===== config.mk =====
export PLATFORM = sky130hd
export DESIGN_NAME = cal_control
export DESIGN_NICKNAME = d
export VERILOG_FILES = /design/src/core/cal_pkg.sv /design/src/core/cal_limit_channel.sv /design/src/core/cal_control.sv
export SDC_FILE = /design/constraint.sdc
export NUM_CORES = 1
export LEC_CHECK = 0
export BUFFER_PORTS_ARGS = -buffer_cell sky130_fd_sc_hd__buf_2
export CAP_MARGIN = 20
export CELL_PAD_IN_SITES_DETAIL_PLACEMENT = 2
export CELL_PAD_IN_SITES_GLOBAL_PLACEMENT = 2
export CORE_AREA = 5 5 162 164
export DETAILED_ROUTE_END_ITERATION = 12
export DIE_AREA = 0 0 167 169
export MAX_ROUTING_LAYER = met4
export PLACE_DENSITY_LB_ADDON = 0.25
export SYNTH_ARGS = -nofsm -noshare
export SYNTH_HDL_FRONTEND = slang
export SYNTH_SLANG_ARGS = --single-unit

===== constraint.sdc =====
create_clock -name sys_clk -period 2.5 [get_ports sys_clk]
set_input_delay 0.125 -clock sys_clk [delete_from_list [all_inputs] [get_ports sys_clk]]
set_output_delay 0.125 -clock sys_clk [all_outputs]
set_load 0.1 [all_outputs]

===== src/core/cal_pkg.sv =====
// Constants and types for the conversion and limit alert control block
package cal_pkg;
  localparam int unsigned CLK_HZ = 100000000;
  // Register byte addresses (configuration index 1h, limits 2h..5h)
  localparam logic [7:0] ADDR_TEMP = 8'h00;
  localparam logic [7:0] ADDR_CONFIG = 8'h04;
  localparam logic [7:0] ADDR_HIGH1 = 8'h08;
  localparam logic [7:0] ADDR_LOW1 = 8'h0c;
  localparam logic [7:0] ADDR_HIGH2 = 8'h10;
  localparam logic [7:0] ADDR_LOW2 = 8'h14;
  // Configuration field positions
  localparam int RATE_LSB = 13;
  localparam int SINGLE_BIT = 12;
  localparam int SHUT_BIT = 11;
  localparam int CH1_HIGH_BIT = 10;
  localparam int CH1_LOW_BIT = 9;
  localparam int CH1_MODE_BIT = 8;
  localparam int CH1_POL_BIT = 7;
  localparam int CH2_HIGH_BIT = 6;
  localparam int CH2_LOW_BIT = 5;
  localparam int CH2_MODE_BIT = 4;
  localparam int CH2_POL_BIT = 3;
  localparam logic [2:0] RATE_RESET = 3'h5;
  localparam logic [13:0] HIGH_RESET = 14'h1fff;
  localparam logic [13:0] LOW_RESET = 14'h2000;
  // Tick divider: one enable per millisecond
  localparam int unsigned TICK_NS = 1000000;
  localparam int unsigned TICK_CYCLES = TICK_NS / 10;
  // Conversion periods in ms
  localparam int unsigned PERIOD_MS_0 = 15;
  localparam int unsigned PERIOD_MS_1 = 50;
  localparam int unsigned PERIOD_MS_2 = 100;
  localparam int unsigned PERIOD_MS_3 = 250;
  localparam int unsigned PERIOD_MS_4 = 500;
  localparam int unsigned PERIOD_MS_5 = 1000;
  localparam int unsigned PERIOD_MS_6 = 4000;
  localparam int unsigned PERIOD_MS_7 = 16000;
  typedef enum logic [1:0] {
    CAL_IDLE = 2'b00,
    CAL_WAIT = 2'b01,
    CAL_CONV = 2'b11
  } cal_state_t;
endpackage


===== src/core/cal_limit_channel.sv =====
// One limit comparison channel: window or threshold with hysteresis
`timescale 1ns/10ps
module cal_limit_channel (
  // Clock and reset
  input wire logic sys_clk,
  input wire logic rst_b,
  // Settings
  input wire logic mode_select,
  input wire logic output_polarity,
  input wire logic signed [13:0] high_limit,
  input wire logic signed [13:0] low_limit,
  // Events
  input wire logic result_valid,
  input wire logic signed [13:0] result,
  input wire logic flag_read,
  // Flags and pin
  output logic high_flag,
  output logic low_flag,
  output logic warning_output
);
  typedef struct packed {
    logic high;
    logic low;
    logic pin;
  } cal_ch_state_t;
  cal_ch_state_t st;
  cal_ch_state_t next_st;
  logic above;
  logic below;
  assign above = result > high_limit;
  assign below = result < low_limit;
  always_comb begin
    next_st = st;
    if (mode_select) begin
      // Threshold: only conversion ends move the flag, reads do not
      if (result_valid && above) begin
        next_st.high = 1'b1;
      end else if (result_valid && below) begin
        next_st.high = 1'b0;
      end
      next_st.low = 1'b0;
    end else begin
      // Window: sticky until read; a new event wins over the read clear
      if (flag_read) begin
        next_st.high = 1'b0;
        next_st.low = 1'b0;
      end
      if (result_valid && above) begin
        next_st.high = 1'b1;
      end
      if (result_valid && below) begin
        next_st.low = 1'b1;
      end
    end
    next_st.pin = (next_st.high | next_st.low) ~^ output_polarity;
  end
  always_ff @(posedge sys_clk) begin
    if (!rst_b) begin
      st <= '{high: 1'b0, low: 1'b0, pin: 1'b1};
    end else begin
      st <= next_st;
    end
  end
  assign high_flag = st.high;
  assign low_flag = st.low;
  assign warning_output = st.pin;
endmodule


===== src/core/cal_control.sv =====
// Conversion timing, configuration register and limit alerts behind an AHB-Lite slave
//
// Operation
// - Rate field bits 15:13, reset 5h, sets continuous period only.
// - Shutdown bit 11: 0 continuous, 1 shutdown with single-shot only.
// - Single-shot bit 12 in shutdown starts one conversion, then back to shutdown.
// - Single-shot bit always reads zero.
// - Channel-1 high flag bit 10 set when result exceeds high limit 1.
// - Channel-1 low flag bit 9 set in window mode when result below low limit.
// - Channel-1 mode bit 8 zero: limits form a window setting both flags.
// - Window-mode flags stay set until a configuration read clears them.
// - Threshold mode: high flag sets above high, clears below low limit.
// - Threshold mode: low flag always reads zero.
// - Threshold flags change only at conversion end, reads do not clear.
// - Channel-1 polarity bit 7: first alert active low at 0, high at 1.
// - Channel-2 high flag bit 6 set when result exceeds high limit 2.
// - Channel-2 low flag bit 5 as channel 1, zero in threshold mode.
// - Channel-2 mode bit 4 selects window or threshold, like channel 1.
// - Channel-2 polarity bit 3: second alert active low at 0, high at 1.
// - Any configuration write aborts the conversion and applies new settings at once.
// - Results and limits compare as signed 14-bit twos complement.
`timescale 1ns/10ps
module cal_control #(
  parameter int unsigned TICK_LEN = cal_pkg::TICK_CYCLES
) (
  // Clock and reset
  input wire logic sys_clk,
  input wire logic rst_b,
  // AHB-Lite slave
  input wire logic hsel,
  input wire logic [7:0] haddr,
  input wire logic [1:0] htrans,
  input wire logic hwrite,
  input wire logic [2:0] hsize,
  input wire logic [31:0] hwdata,
  input wire logic hready,
  output logic [31:0] hrdata,
  output logic hreadyout,
  output logic hresp,
  // Converter
  output logic conv_start,
  input wire logic conv_done,
  input wire logic [13:0] conv_result,
  // Alert pins
  output logic first_warning_output,
  output logic second_warning_output
);
  import cal_pkg::*;

  typedef struct packed {
    cal_state_t fsm;
    logic [2:0] rate_select;
    logic shutdown_select;
    logic ch1_mode_select;
    logic ch1_output_polarity;
    logic ch2_mode_select;
    logic ch2_output_polarity;
    logic [13:0] high1;
    logic [13:0] low1;
    logic [13:0] high2;
    logic [13:0] low2;
    logic [13:0] temp;
    logic [16:0] tick_cnt;
    logic [13:0] ms_cnt;
    logic ap_valid;
    logic ap_write;
    logic [7:0] ap_addr;
    logic [31:0] rdata;
    logic start;
  } cal_state_pkt_t;
  cal_state_pkt_t st;
  cal_state_pkt_t next_st;

  logic ch1_high_flag;
  logic ch1_low_flag;
  logic ch2_high_flag;
  logic ch2_low_flag;
  logic tick;
  logic take;
  logic cfg_write;
  logic cfg_read;
  logic result_valid;
  logic [15:0] cfg_word;

  // Period in ms for a rate code
  function automatic logic [13:0] period_ms(input logic [2:0] code);
    unique case (code)
      3'h0: period_ms = 14'(PERIOD_MS_0);
      3'h1: period_ms = 14'(PERIOD_MS_1);
      3'h2: period_ms = 14'(PERIOD_MS_2);
      3'h3: period_ms = 14'(PERIOD_MS_3);
      3'h4: period_ms = 14'(PERIOD_MS_4);
      3'h5: period_ms = 14'(PERIOD_MS_5);
      3'h6: period_ms = 14'(PERIOD_MS_6);
      3'h7: period_ms = 14'(PERIOD_MS_7);
    endcase
  endfunction

  assign take = hsel && hready && htrans[1];
  assign cfg_write = st.ap_valid && st.ap_write && (st.ap_addr == ADDR_CONFIG);
  // Read clear acts when the address phase is accepted
  assign cfg_read = take && !hwrite && (haddr == ADDR_CONFIG);
  assign tick = (st.tick_cnt == 17'(TICK_LEN - 1));
  // Result arriving in the write cycle is an aborted conversion and is dropped
  assign result_valid = conv_done && (st.fsm == CAL_CONV) && !cfg_write;

  always_comb begin
    cfg_word = 16'h0000;
    cfg_word[RATE_LSB +: 3] = st.rate_select;
    cfg_word[SINGLE_BIT] = 1'b0;
    cfg_word[SHUT_BIT] = st.shutdown_select;
    cfg_word[CH1_HIGH_BIT] = ch1_high_flag;
    cfg_word[CH1_LOW_BIT] = ch1_low_flag;
    cfg_word[CH1_MODE_BIT] = st.ch1_mode_select;
    cfg_word[CH1_POL_BIT] = st.ch1_output_polarity;
    cfg_word[CH2_HIGH_BIT] = ch2_high_flag;
    cfg_word[CH2_LOW_BIT] = ch2_low_flag;
    cfg_word[CH2_MODE_BIT] = st.ch2_mode_select;
    cfg_word[CH2_POL_BIT] = st.ch2_output_polarity;
  end

  always_comb begin
    next_st = st;
    next_st.start = 1'b0;
    next_st.ap_valid = take;
    if (take) begin
      next_st.ap_write = hwrite;
      next_st.ap_addr = haddr;
      unique case (haddr)
        ADDR_TEMP: next_st.rdata = {16'h0000, st.temp, 2'b00};
        ADDR_CONFIG: next_st.rdata = {16'h0000, cfg_word};
        ADDR_HIGH1: next_st.rdata = {16'h0000, st.high1, 2'b00};
        ADDR_LOW1: next_st.rdata = {16'h0000, st.low1, 2'b00};
        ADDR_HIGH2: next_st.rdata = {16'h0000, st.high2, 2'b00};
        ADDR_LOW2: next_st.rdata = {16'h0000, st.low2, 2'b00};
        default: next_st.rdata = 32'h0000_0000;
      endcase
    end
    // Millisecond divider
    next_st.tick_cnt = tick ? 17'h00000 : st.tick_cnt + 17'h00001;
    if (st.ap_valid && st.ap_write) begin
      unique case (st.ap_addr)
        ADDR_HIGH1: next_st.high1 = hwdata[15:2];
        ADDR_LOW1: next_st.low1 = hwdata[15:2];
        ADDR_HIGH2: next_st.high2 = hwdata[15:2];
        ADDR_LOW2: next_st.low2 = hwdata[15:2];
        default: ;
      endcase
    end
    if (result_valid) begin
      next_st.temp = conv_result;
    end
    // Conversion sequencing
    unique case (st.fsm)
      CAL_IDLE: begin
        // Continuous mode starts right after reset
        if (!st.shutdown_select) begin
          next_st.fsm = CAL_CONV;
          next_st.start = 1'b1;
        end
      end
      CAL_WAIT: begin
        if (tick) begin
          if (st.ms_cnt == 14'h0001) begin
            next_st.fsm = CAL_CONV;
            next_st.start = 1'b1;
          end else begin
            next_st.ms_cnt = st.ms_cnt - 14'h0001;
          end
        end
      end
      CAL_CONV: begin
        if (conv_done) begin
          if (st.shutdown_select) begin
            next_st.fsm = CAL_IDLE;
          end else begin
            next_st.fsm = CAL_WAIT;
            // Full period of ticks from the end of conversion
            next_st.ms_cnt = period_ms(st.rate_select);
          end
        end
      end
      default: next_st.fsm = CAL_IDLE;
    endcase
    if (cfg_write) begin
      next_st.rate_select = hwdata[RATE_LSB +: 3];
      next_st.shutdown_select = hwdata[SHUT_BIT];
      next_st.ch1_mode_select = hwdata[CH1_MODE_BIT];
      next_st.ch1_output_polarity = hwdata[CH1_POL_BIT];
      next_st.ch2_mode_select = hwdata[CH2_MODE_BIT];
      next_st.ch2_output_polarity = hwdata[CH2_POL_BIT];
      // Abort, and restart unless the new settings are shutdown without single-shot
      if (!hwdata[SHUT_BIT] || hwdata[SINGLE_BIT]) begin
        next_st.fsm = CAL_CONV;
        next_st.start = 1'b1;
      end else begin
        next_st.fsm = CAL_IDLE;
        // A tick start in this cycle must not leak into shutdown
        next_st.start = 1'b0;
      end
    end
  end

  always_ff @(posedge sys_clk) begin
    if (!rst_b) begin
      st <= '{fsm: CAL_IDLE, rate_select: RATE_RESET, shutdown_select: 1'b0,
              ch1_mode_select: 1'b0, ch1_output_polarity: 1'b0,
              ch2_mode_select: 1'b0, ch2_output_polarity: 1'b0,
              high1: HIGH_RESET, low1: LOW_RESET, high2: HIGH_RESET, low2: LOW_RESET,
              temp: 14'h0000, tick_cnt: 17'h00000, ms_cnt: 14'h0000,
              ap_valid: 1'b0, ap_write: 1'b0, ap_addr: 8'h00, rdata: 32'h0000_0000,
              start: 1'b0};
    end else begin
      st <= next_st;
    end
  end

  cal_limit_channel u_ch1 (
    .sys_clk(sys_clk),
    .rst_b(rst_b),
    .mode_select(st.ch1_mode_select),
    .output_polarity(st.ch1_output_polarity),
    .high_limit(st.high1),
    .low_limit(st.low1),
    .result_valid(result_valid),
    .result(conv_result),
    .flag_read(cfg_read),
    .high_flag(ch1_high_flag),
    .low_flag(ch1_low_flag),
    .warning_output(first_warning_output)
  );

  cal_limit_channel u_ch2 (
    .sys_clk(sys_clk),
    .rst_b(rst_b),
    .mode_select(st.ch2_mode_select),
    .output_polarity(st.ch2_output_polarity),
    .high_limit(st.high2),
    .low_limit(st.low2),
    .result_valid(result_valid),
    .result(conv_result),
    .flag_read(cfg_read),
    .high_flag(ch2_high_flag),
    .low_flag(ch2_low_flag),
    .warning_output(second_warning_output)
  );

  // Zero wait states
  assign hreadyout = 1'b1;
  assign hresp = 1'b0;
  assign hrdata = st.rdata;
  assign conv_start = st.start;
endmodule


Word-level counts from Yosys, hierarchy flattened
Memories as Yosys holds them, arrays and structs flattened. A register that Yosys moved wholly into a read port is not among the register bits. Cells that the tools add are included.

Bitwise gates (word level): 5. Eq/ne operators: 22. $lt $le $gt $ge: 4. Multiplexer cells: 34. Reductions and logical operators: 26. Add/sub/neg operators: 2.

Operator list (count): 16-bit case mux with 6 select lines (1); 14-bit two-way mux (4); 8-bit by 4-bit equality test with 1-bit output (second input constant) (4); 8-bit by 5-bit equality test with 1-bit output (second input constant) (4); 14-bit greater-than comparator (2); 14-bit < comparator (2); 14-bit case mux with 2 select lines (1); 2-bit two-way mux (9); 17-bit by 1-bit adder with 17-bit output (second input constant) (1); 17-bit equality test (second input constant) (1); 8-bit by 3-bit equality test with 1-bit output (second input constant) (2); 14-bit by 1-bit equality test with 1-bit output (second input constant) (1); 1-bit two-way mux (14); 14-bit by 1-bit subtractor with 14-bit output (second input constant) (1); 1-bit logical AND (12); 3-bit != test (second input constant) (4); 10-bit two-way mux (1); 8-bit zero test (1); 2-bit != test (second input constant) (4); 2-bit AND reduction (4); 3-bit two-way mux (2); 2-bit case mux with 3 select lines (1); 5-bit AND reduction (1); 4-bit AND reduction (1); 11 further kinds (15).

Input port bits: 65. Word-level logic and storage cells: 119. Register bits: 160. Output and inout port bits: 37. Memory bits (read-only): 112. Memories: 1.

Memory list: (no name shown) (depth 8, bits a word 14, rd ports 1, clocked after Yosys merged registers in 1, wr ports 0, RTL line cal_control.sv:87) `unique case (code)`.

Logic depth before layout (Yosys ltp)
Depth in word-level cells: 10. Gate-level depth with buffers: 10. Gate-level depth less buffers: 10.

Modules after synthesis
From an unflattened synthesis, not the netlist that was laid out.

Cell total of the unflattened synthesis: 958. Area total of the unflattened synthesis: 8622.0 um^2.

By module, submodules not included: cal_control (cells each 737, seq. area each 2962.8 um^2, area each 6884.1 um^2, times used 1); cal_limit_channel at u_ch2 (cells each 112, seq. area each 60.1 um^2, area each 890.9 um^2, times used 1); cal_limit_channel at u_ch1 (cells each 109, seq. area each 60.1 um^2, area each 847.1 um^2, times used 1).

Least setup slack after synthesis
Ideal clock, no wire load.

Path kind: reg-to-reg. Start: register st[129] (netlist bit). End: register u_ch1.st (netlist bit u_ch1.warning_output). Period minus slack after synthesis: 2.231 ns. Library setup time: 0.064 ns. Path buffers: 0. Arrival: 2.168 ns. Cell stages (with the launch flop): 11. Path slack: 0.269 ns. Cell sequence: dfxtp_1 > inv_1 > ha_1 > nand4_1 > nor2_1 > and3_1 > a221o_1 > xnor2_1 > o221a_1 > or4_1 > nand3b_1.

Cells in the longest elaborated chain, start to end: 7. Elaborated cells between the ends (all ways): 8. Those cells by class: order compare (1); mux (4); bitwise (2); reduce/logical (1).

Ends and longest elaborated chain: start, declared (RTL line cal_control.sv:71) `cal_state_pkt_t st;`; start signal, assigned (RTL line cal_control.sv:206) `st <= '{fsm: CAL_IDLE, rate_select: RATE_RESET, shutdown_select: 1'b0,`; start signal, assigned (RTL line cal_control.sv:214) `st <= next_st;`; 14-bit < comparator (*) (RTL line cal_limit_channel.sv:31) `assign below = result < low_limit;`; 1-bit logical AND (*) (RTL line cal_limit_channel.sv:38, cal_limit_channel.sv:51); 1-bit two-way mux (RTL line cal_limit_channel.sv:38) `end else if (result_valid && below) begin`; 1-bit two-way mux (RTL line cal_limit_channel.sv:36) `if (result_valid && above) begin`; 2-bit two-way mux (*) (RTL line cal_limit_channel.sv:34) `if (mode_select) begin`; 1-bit bitwise OR (*) (RTL line cal_limit_channel.sv:55) `next_st.pin = (next_st.high | next_st.low) ~^ output_polarity;`; 1-bit XNOR (*) (RTL line cal_limit_channel.sv:55); end signal, assigned (RTL line cal_limit_channel.sv:59) `st <= '{high: 1'b0, low: 1'b0, pin: 1'b1};`; end signal, assigned (RTL line cal_limit_channel.sv:61) `st <= next_st;`; end, declared (RTL line cal_limit_channel.sv:26) `cal_ch_state_t st;`.

Every way passes the cells marked *; elsewhere a longest branch is shown, timed or not. A chain may end at the register's enable or synchronous reset.

Final worst setup path
Start: input conv_result[9]. End: register u_ch1.st (netlist bit u_ch1.warning_output).

Cells in the longest elaborated chain, start to end: 7. Elaborated cells between the ends (all ways): 11. Those cells by class: order compare (2); mux (5); bitwise (2); reduce/logical (2).

Ends and longest elaborated chain: start, declared (RTL line cal_control.sv:43) `input wire logic [13:0] conv_result,`; 14-bit < comparator (RTL line cal_limit_channel.sv:31); 1-bit logical AND (RTL line cal_limit_channel.sv:38, cal_limit_channel.sv:51); 1-bit two-way mux (RTL line cal_limit_channel.sv:38); 1-bit two-way mux (RTL line cal_limit_channel.sv:36); 2-bit two-way mux (*) (RTL line cal_limit_channel.sv:34); 1-bit bitwise OR (*) (RTL line cal_limit_channel.sv:55); 1-bit XNOR (*) (RTL line cal_limit_channel.sv:55).

Marked as above.

==> impl_metrics.yaml <==
run_status:
  status: "finished clean"
setup_path:
  endpoint_kind: "flip-flop"
  crit_type: "input pin to flip-flop"
  crit_path_max_fanout: 5
  start_kind: "input pin"
  arrival_ns: 2.84
  required_ns: 2.87
yosys:
  yosys-mux-area-fraction_pct: 7.12
  ys_async_sr_fraction_pct: 0
  avgSynthCellArea_sq_um: 8.46
  synth_compound_area_share_pct: 16.5
  synth-seq-cells: 154
  synth_edf_count: 0
  synthCells: 1001
  synth_simple_gate_area_share_pct: 20.8
  syn_area_sq_um: 8470
  synth_top_area_share_pct: 36.4
  yosysMostFrequentCell: "dfxtp_1"
  synth-xor-area-share_pct: 1.55
  ys_seq_area_share_pct: 36.4
  synthFlopType: "dfxtp_1"
  yosys-top-cells-area: "dfxtp_1 36%, ha_1 9.5%, mux2i_1 6.9%"
  yosys.area.top_type: "dfxtp_1"
  synth_top_family_by_area: "simple AND/OR/NAND/NOR gates"
  synth_cell_type_count: 62
  yosys_warnings: 0
  synth_adder_area_share_pct: 9.46
  synth_commonest_cells: "154 x dfxtp_1, 152 x nand2_1, 64 x ha_1"
die:
  die_w_um: 167
  coreArea_sq_um: 24700
  initial_core_util_pct: 34.2
  rows: 58
  num_io_pins: 102
  dieHeight_um: 169
  die_area_sq_um: 28200
power:
  p_per_area_nw_per_um2: 748
  leakagePower_nw: 4.36
  ir_drop_v: 0.000364
clock_network:
  cts-root-buf: "clkbuf_16"
  cts_tree: "done"
  clk_pin_slew_ns: 0.06
  clock-sinks: 154
  clk_path_buf_depth: 2
  cts_buffers: 17
  clock_latency_ns: 0.44
  htree_levels: 4
timing:
  worst_pin_slew_ns: 0.608
  slew_viol_final: 0
  finalCritPeriodShare_pct: 98.9
  finalWorstSetupSlack_ns: 0.0277
  period_needed_ns: 2.47
  setup_viol: 0
  fmax_mhz: 404
  relSlewSlack_pct: 58.9
  setup_tns_ns: 0
  fin_skew_ns: 0.0163
  hold_ws_ns: 0.0148
  hold_viol: 0
grt:
  grt_overflow_total: 0
  grt_pass1_wl_um: 46700
  grt_usage_pct: 21.4
  grt_max_degree: 49
  antenna_found_initial: 0
  grt_pass1_vias: 8463
cells_and_area:
  area_growth_pct: 21.0
  antenna-diode-count: 0
  nFillCells: 2745
  drive_above_1_share_pct: 17.6
  final_nets: 1216
  fin_area_sq_um: 10200
detailed_routing:
  met1_length_um: 13200
  routed-wl-met2_um: 14800
  ant_nets: 0
  wl_met3_um: 868
  first_iter_violations: 319
  drt_wl_total_um: 29300
  avgRoutedWirePerCell_um: 20.5
  highest_layer: "met4"
  avgViaCountPerCell: 5.23
  drc: 0
  vias: 7478
  firstDrtPassIters: 4
placement:
  gp_routability_congestion: 0.779
  port_buffers: 59
  dpl.hpwl_um: 20800
  dpl_cell_area_sq_um: 9240
  place_ws_ns: -0.0807
flow_run:
  cap_violations: 0
hold_path:
  holdCritPathClass: "input pin to flip-flop"
==> metrics by stage <==
step           instances  util (%)  total power, mW
2_1_floorplan       1019         -             4.22
3_3_place_gp        1380      37.3             4.84
3_5_place_dp        1380      37.3             4.90
4_1_cts             1428      40.7             7.71
5_1_grt             1429      41.4             8.11
6_report            1429      41.4             7.66
==> layer usage <==
metal	track usage, %	vias up
li1	-	3588
met1	25.8	3744
met3	3.11	27
met5	-	-
met2	37.5	119
met4	5.69	0
==> cell type report <==
cell class / instances / area (sq um) / area share [%]
multi-input combinational: 720 / 4990 / 48.7
timing repair buffer: 129 / 895 / 8.73
clock inverter: 10 / 141 / 1.38
sequential: 154 / 3100 / 30.2
tap: 330 / 413 / 4.03
clock buffer: 21 / 470 / 4.59
inverter: 65 / 244 / 2.38
==> state kept, by name, summed over array words and instances, names as in the netlist, named ones only <==
signal / flops
cfg_word: 8
conv_start: 1
hrdata: 14
st: 113
u_ch1.high_flag: 1
u_ch1.low_flag: 1
u_ch1.warning_output: 1
u_ch2.high_flag: 1
u_ch2.low_flag: 1
u_ch2.warning_output: 1
==> layout by cell type (no fill, tap or decap), types with 11 or more instances in the layout <==
cell type / instances
inv_1: 62
a21boi_1: 21
o211ai_1: 15
clkbuf_16: 17
dfxtp_1: 143
nand3_1: 18
a22o_1: 16
a221oi_1: 13
a21oi_1: 36
mux2i_1: 57
buf_4: 51
nor2b_1: 41
conb_1: 20
ha_1: 58
nand2_1: 151
and2_1: 26
dfxtp_2: 11
nor2_1: 37
buf_2: 58
dlygate4sd3_1: 17
o21ai_0: 25
o21ai_1: 31
nand4_1: 12
==> kinds of logic (layout without fill, tap and decap cells) <==
kind of cell / after synthesis / in the layout
mux: 60 / 60
other cells: 2 / 20
fa+ha+maj: 64 / 64
flops: 154 / 154
buf+inv: 145 / 225
simple gates: 349 / 349
xor+xnor: 15 / 15
compound gates: 212 / 212
==> worst paths after layout <==
kind,cells after the start,slack [ns],startpoint,end
setup reg to reg,10,0.03,st[139],u_ch1.warning_output
setup / recovery,11,0.03,conv_result[9],u_ch1.warning_output
hold reg to reg,2,0.46,st[80],st[80]
hold / removal,3,0.01,haddr[6],st[39]
==> where the power goes <==
part	internal, mW	switching (mW)
registers	2.62	0.150
logic	0.811	1.33
clock network	1.65	1.10
total	5.08	2.59
==> worst max-delay path: stages <==
cell and delay (ns):
dlygate4sd3_1 0.53, buf_2 0.17, ha_1 0.35, a21oi_2 0.18, a21oi_2 0.09, a311oi_2 0.29, and4b_1 0.25, nor4_1 0.05
buf_4 0.16, or4_1 0.52, nand3b_1 0.11
==> timing repair <==
item,in CTS,in global routing
endpoints found under the setup margin,4,7
buffers inserted,0,1
gates resized for setup,8,38
endpoints found under the hold margin,20,0
hold buffers,17,0
pin swaps,4,13
No activity file was read; power rests on OpenSTA's default activity.
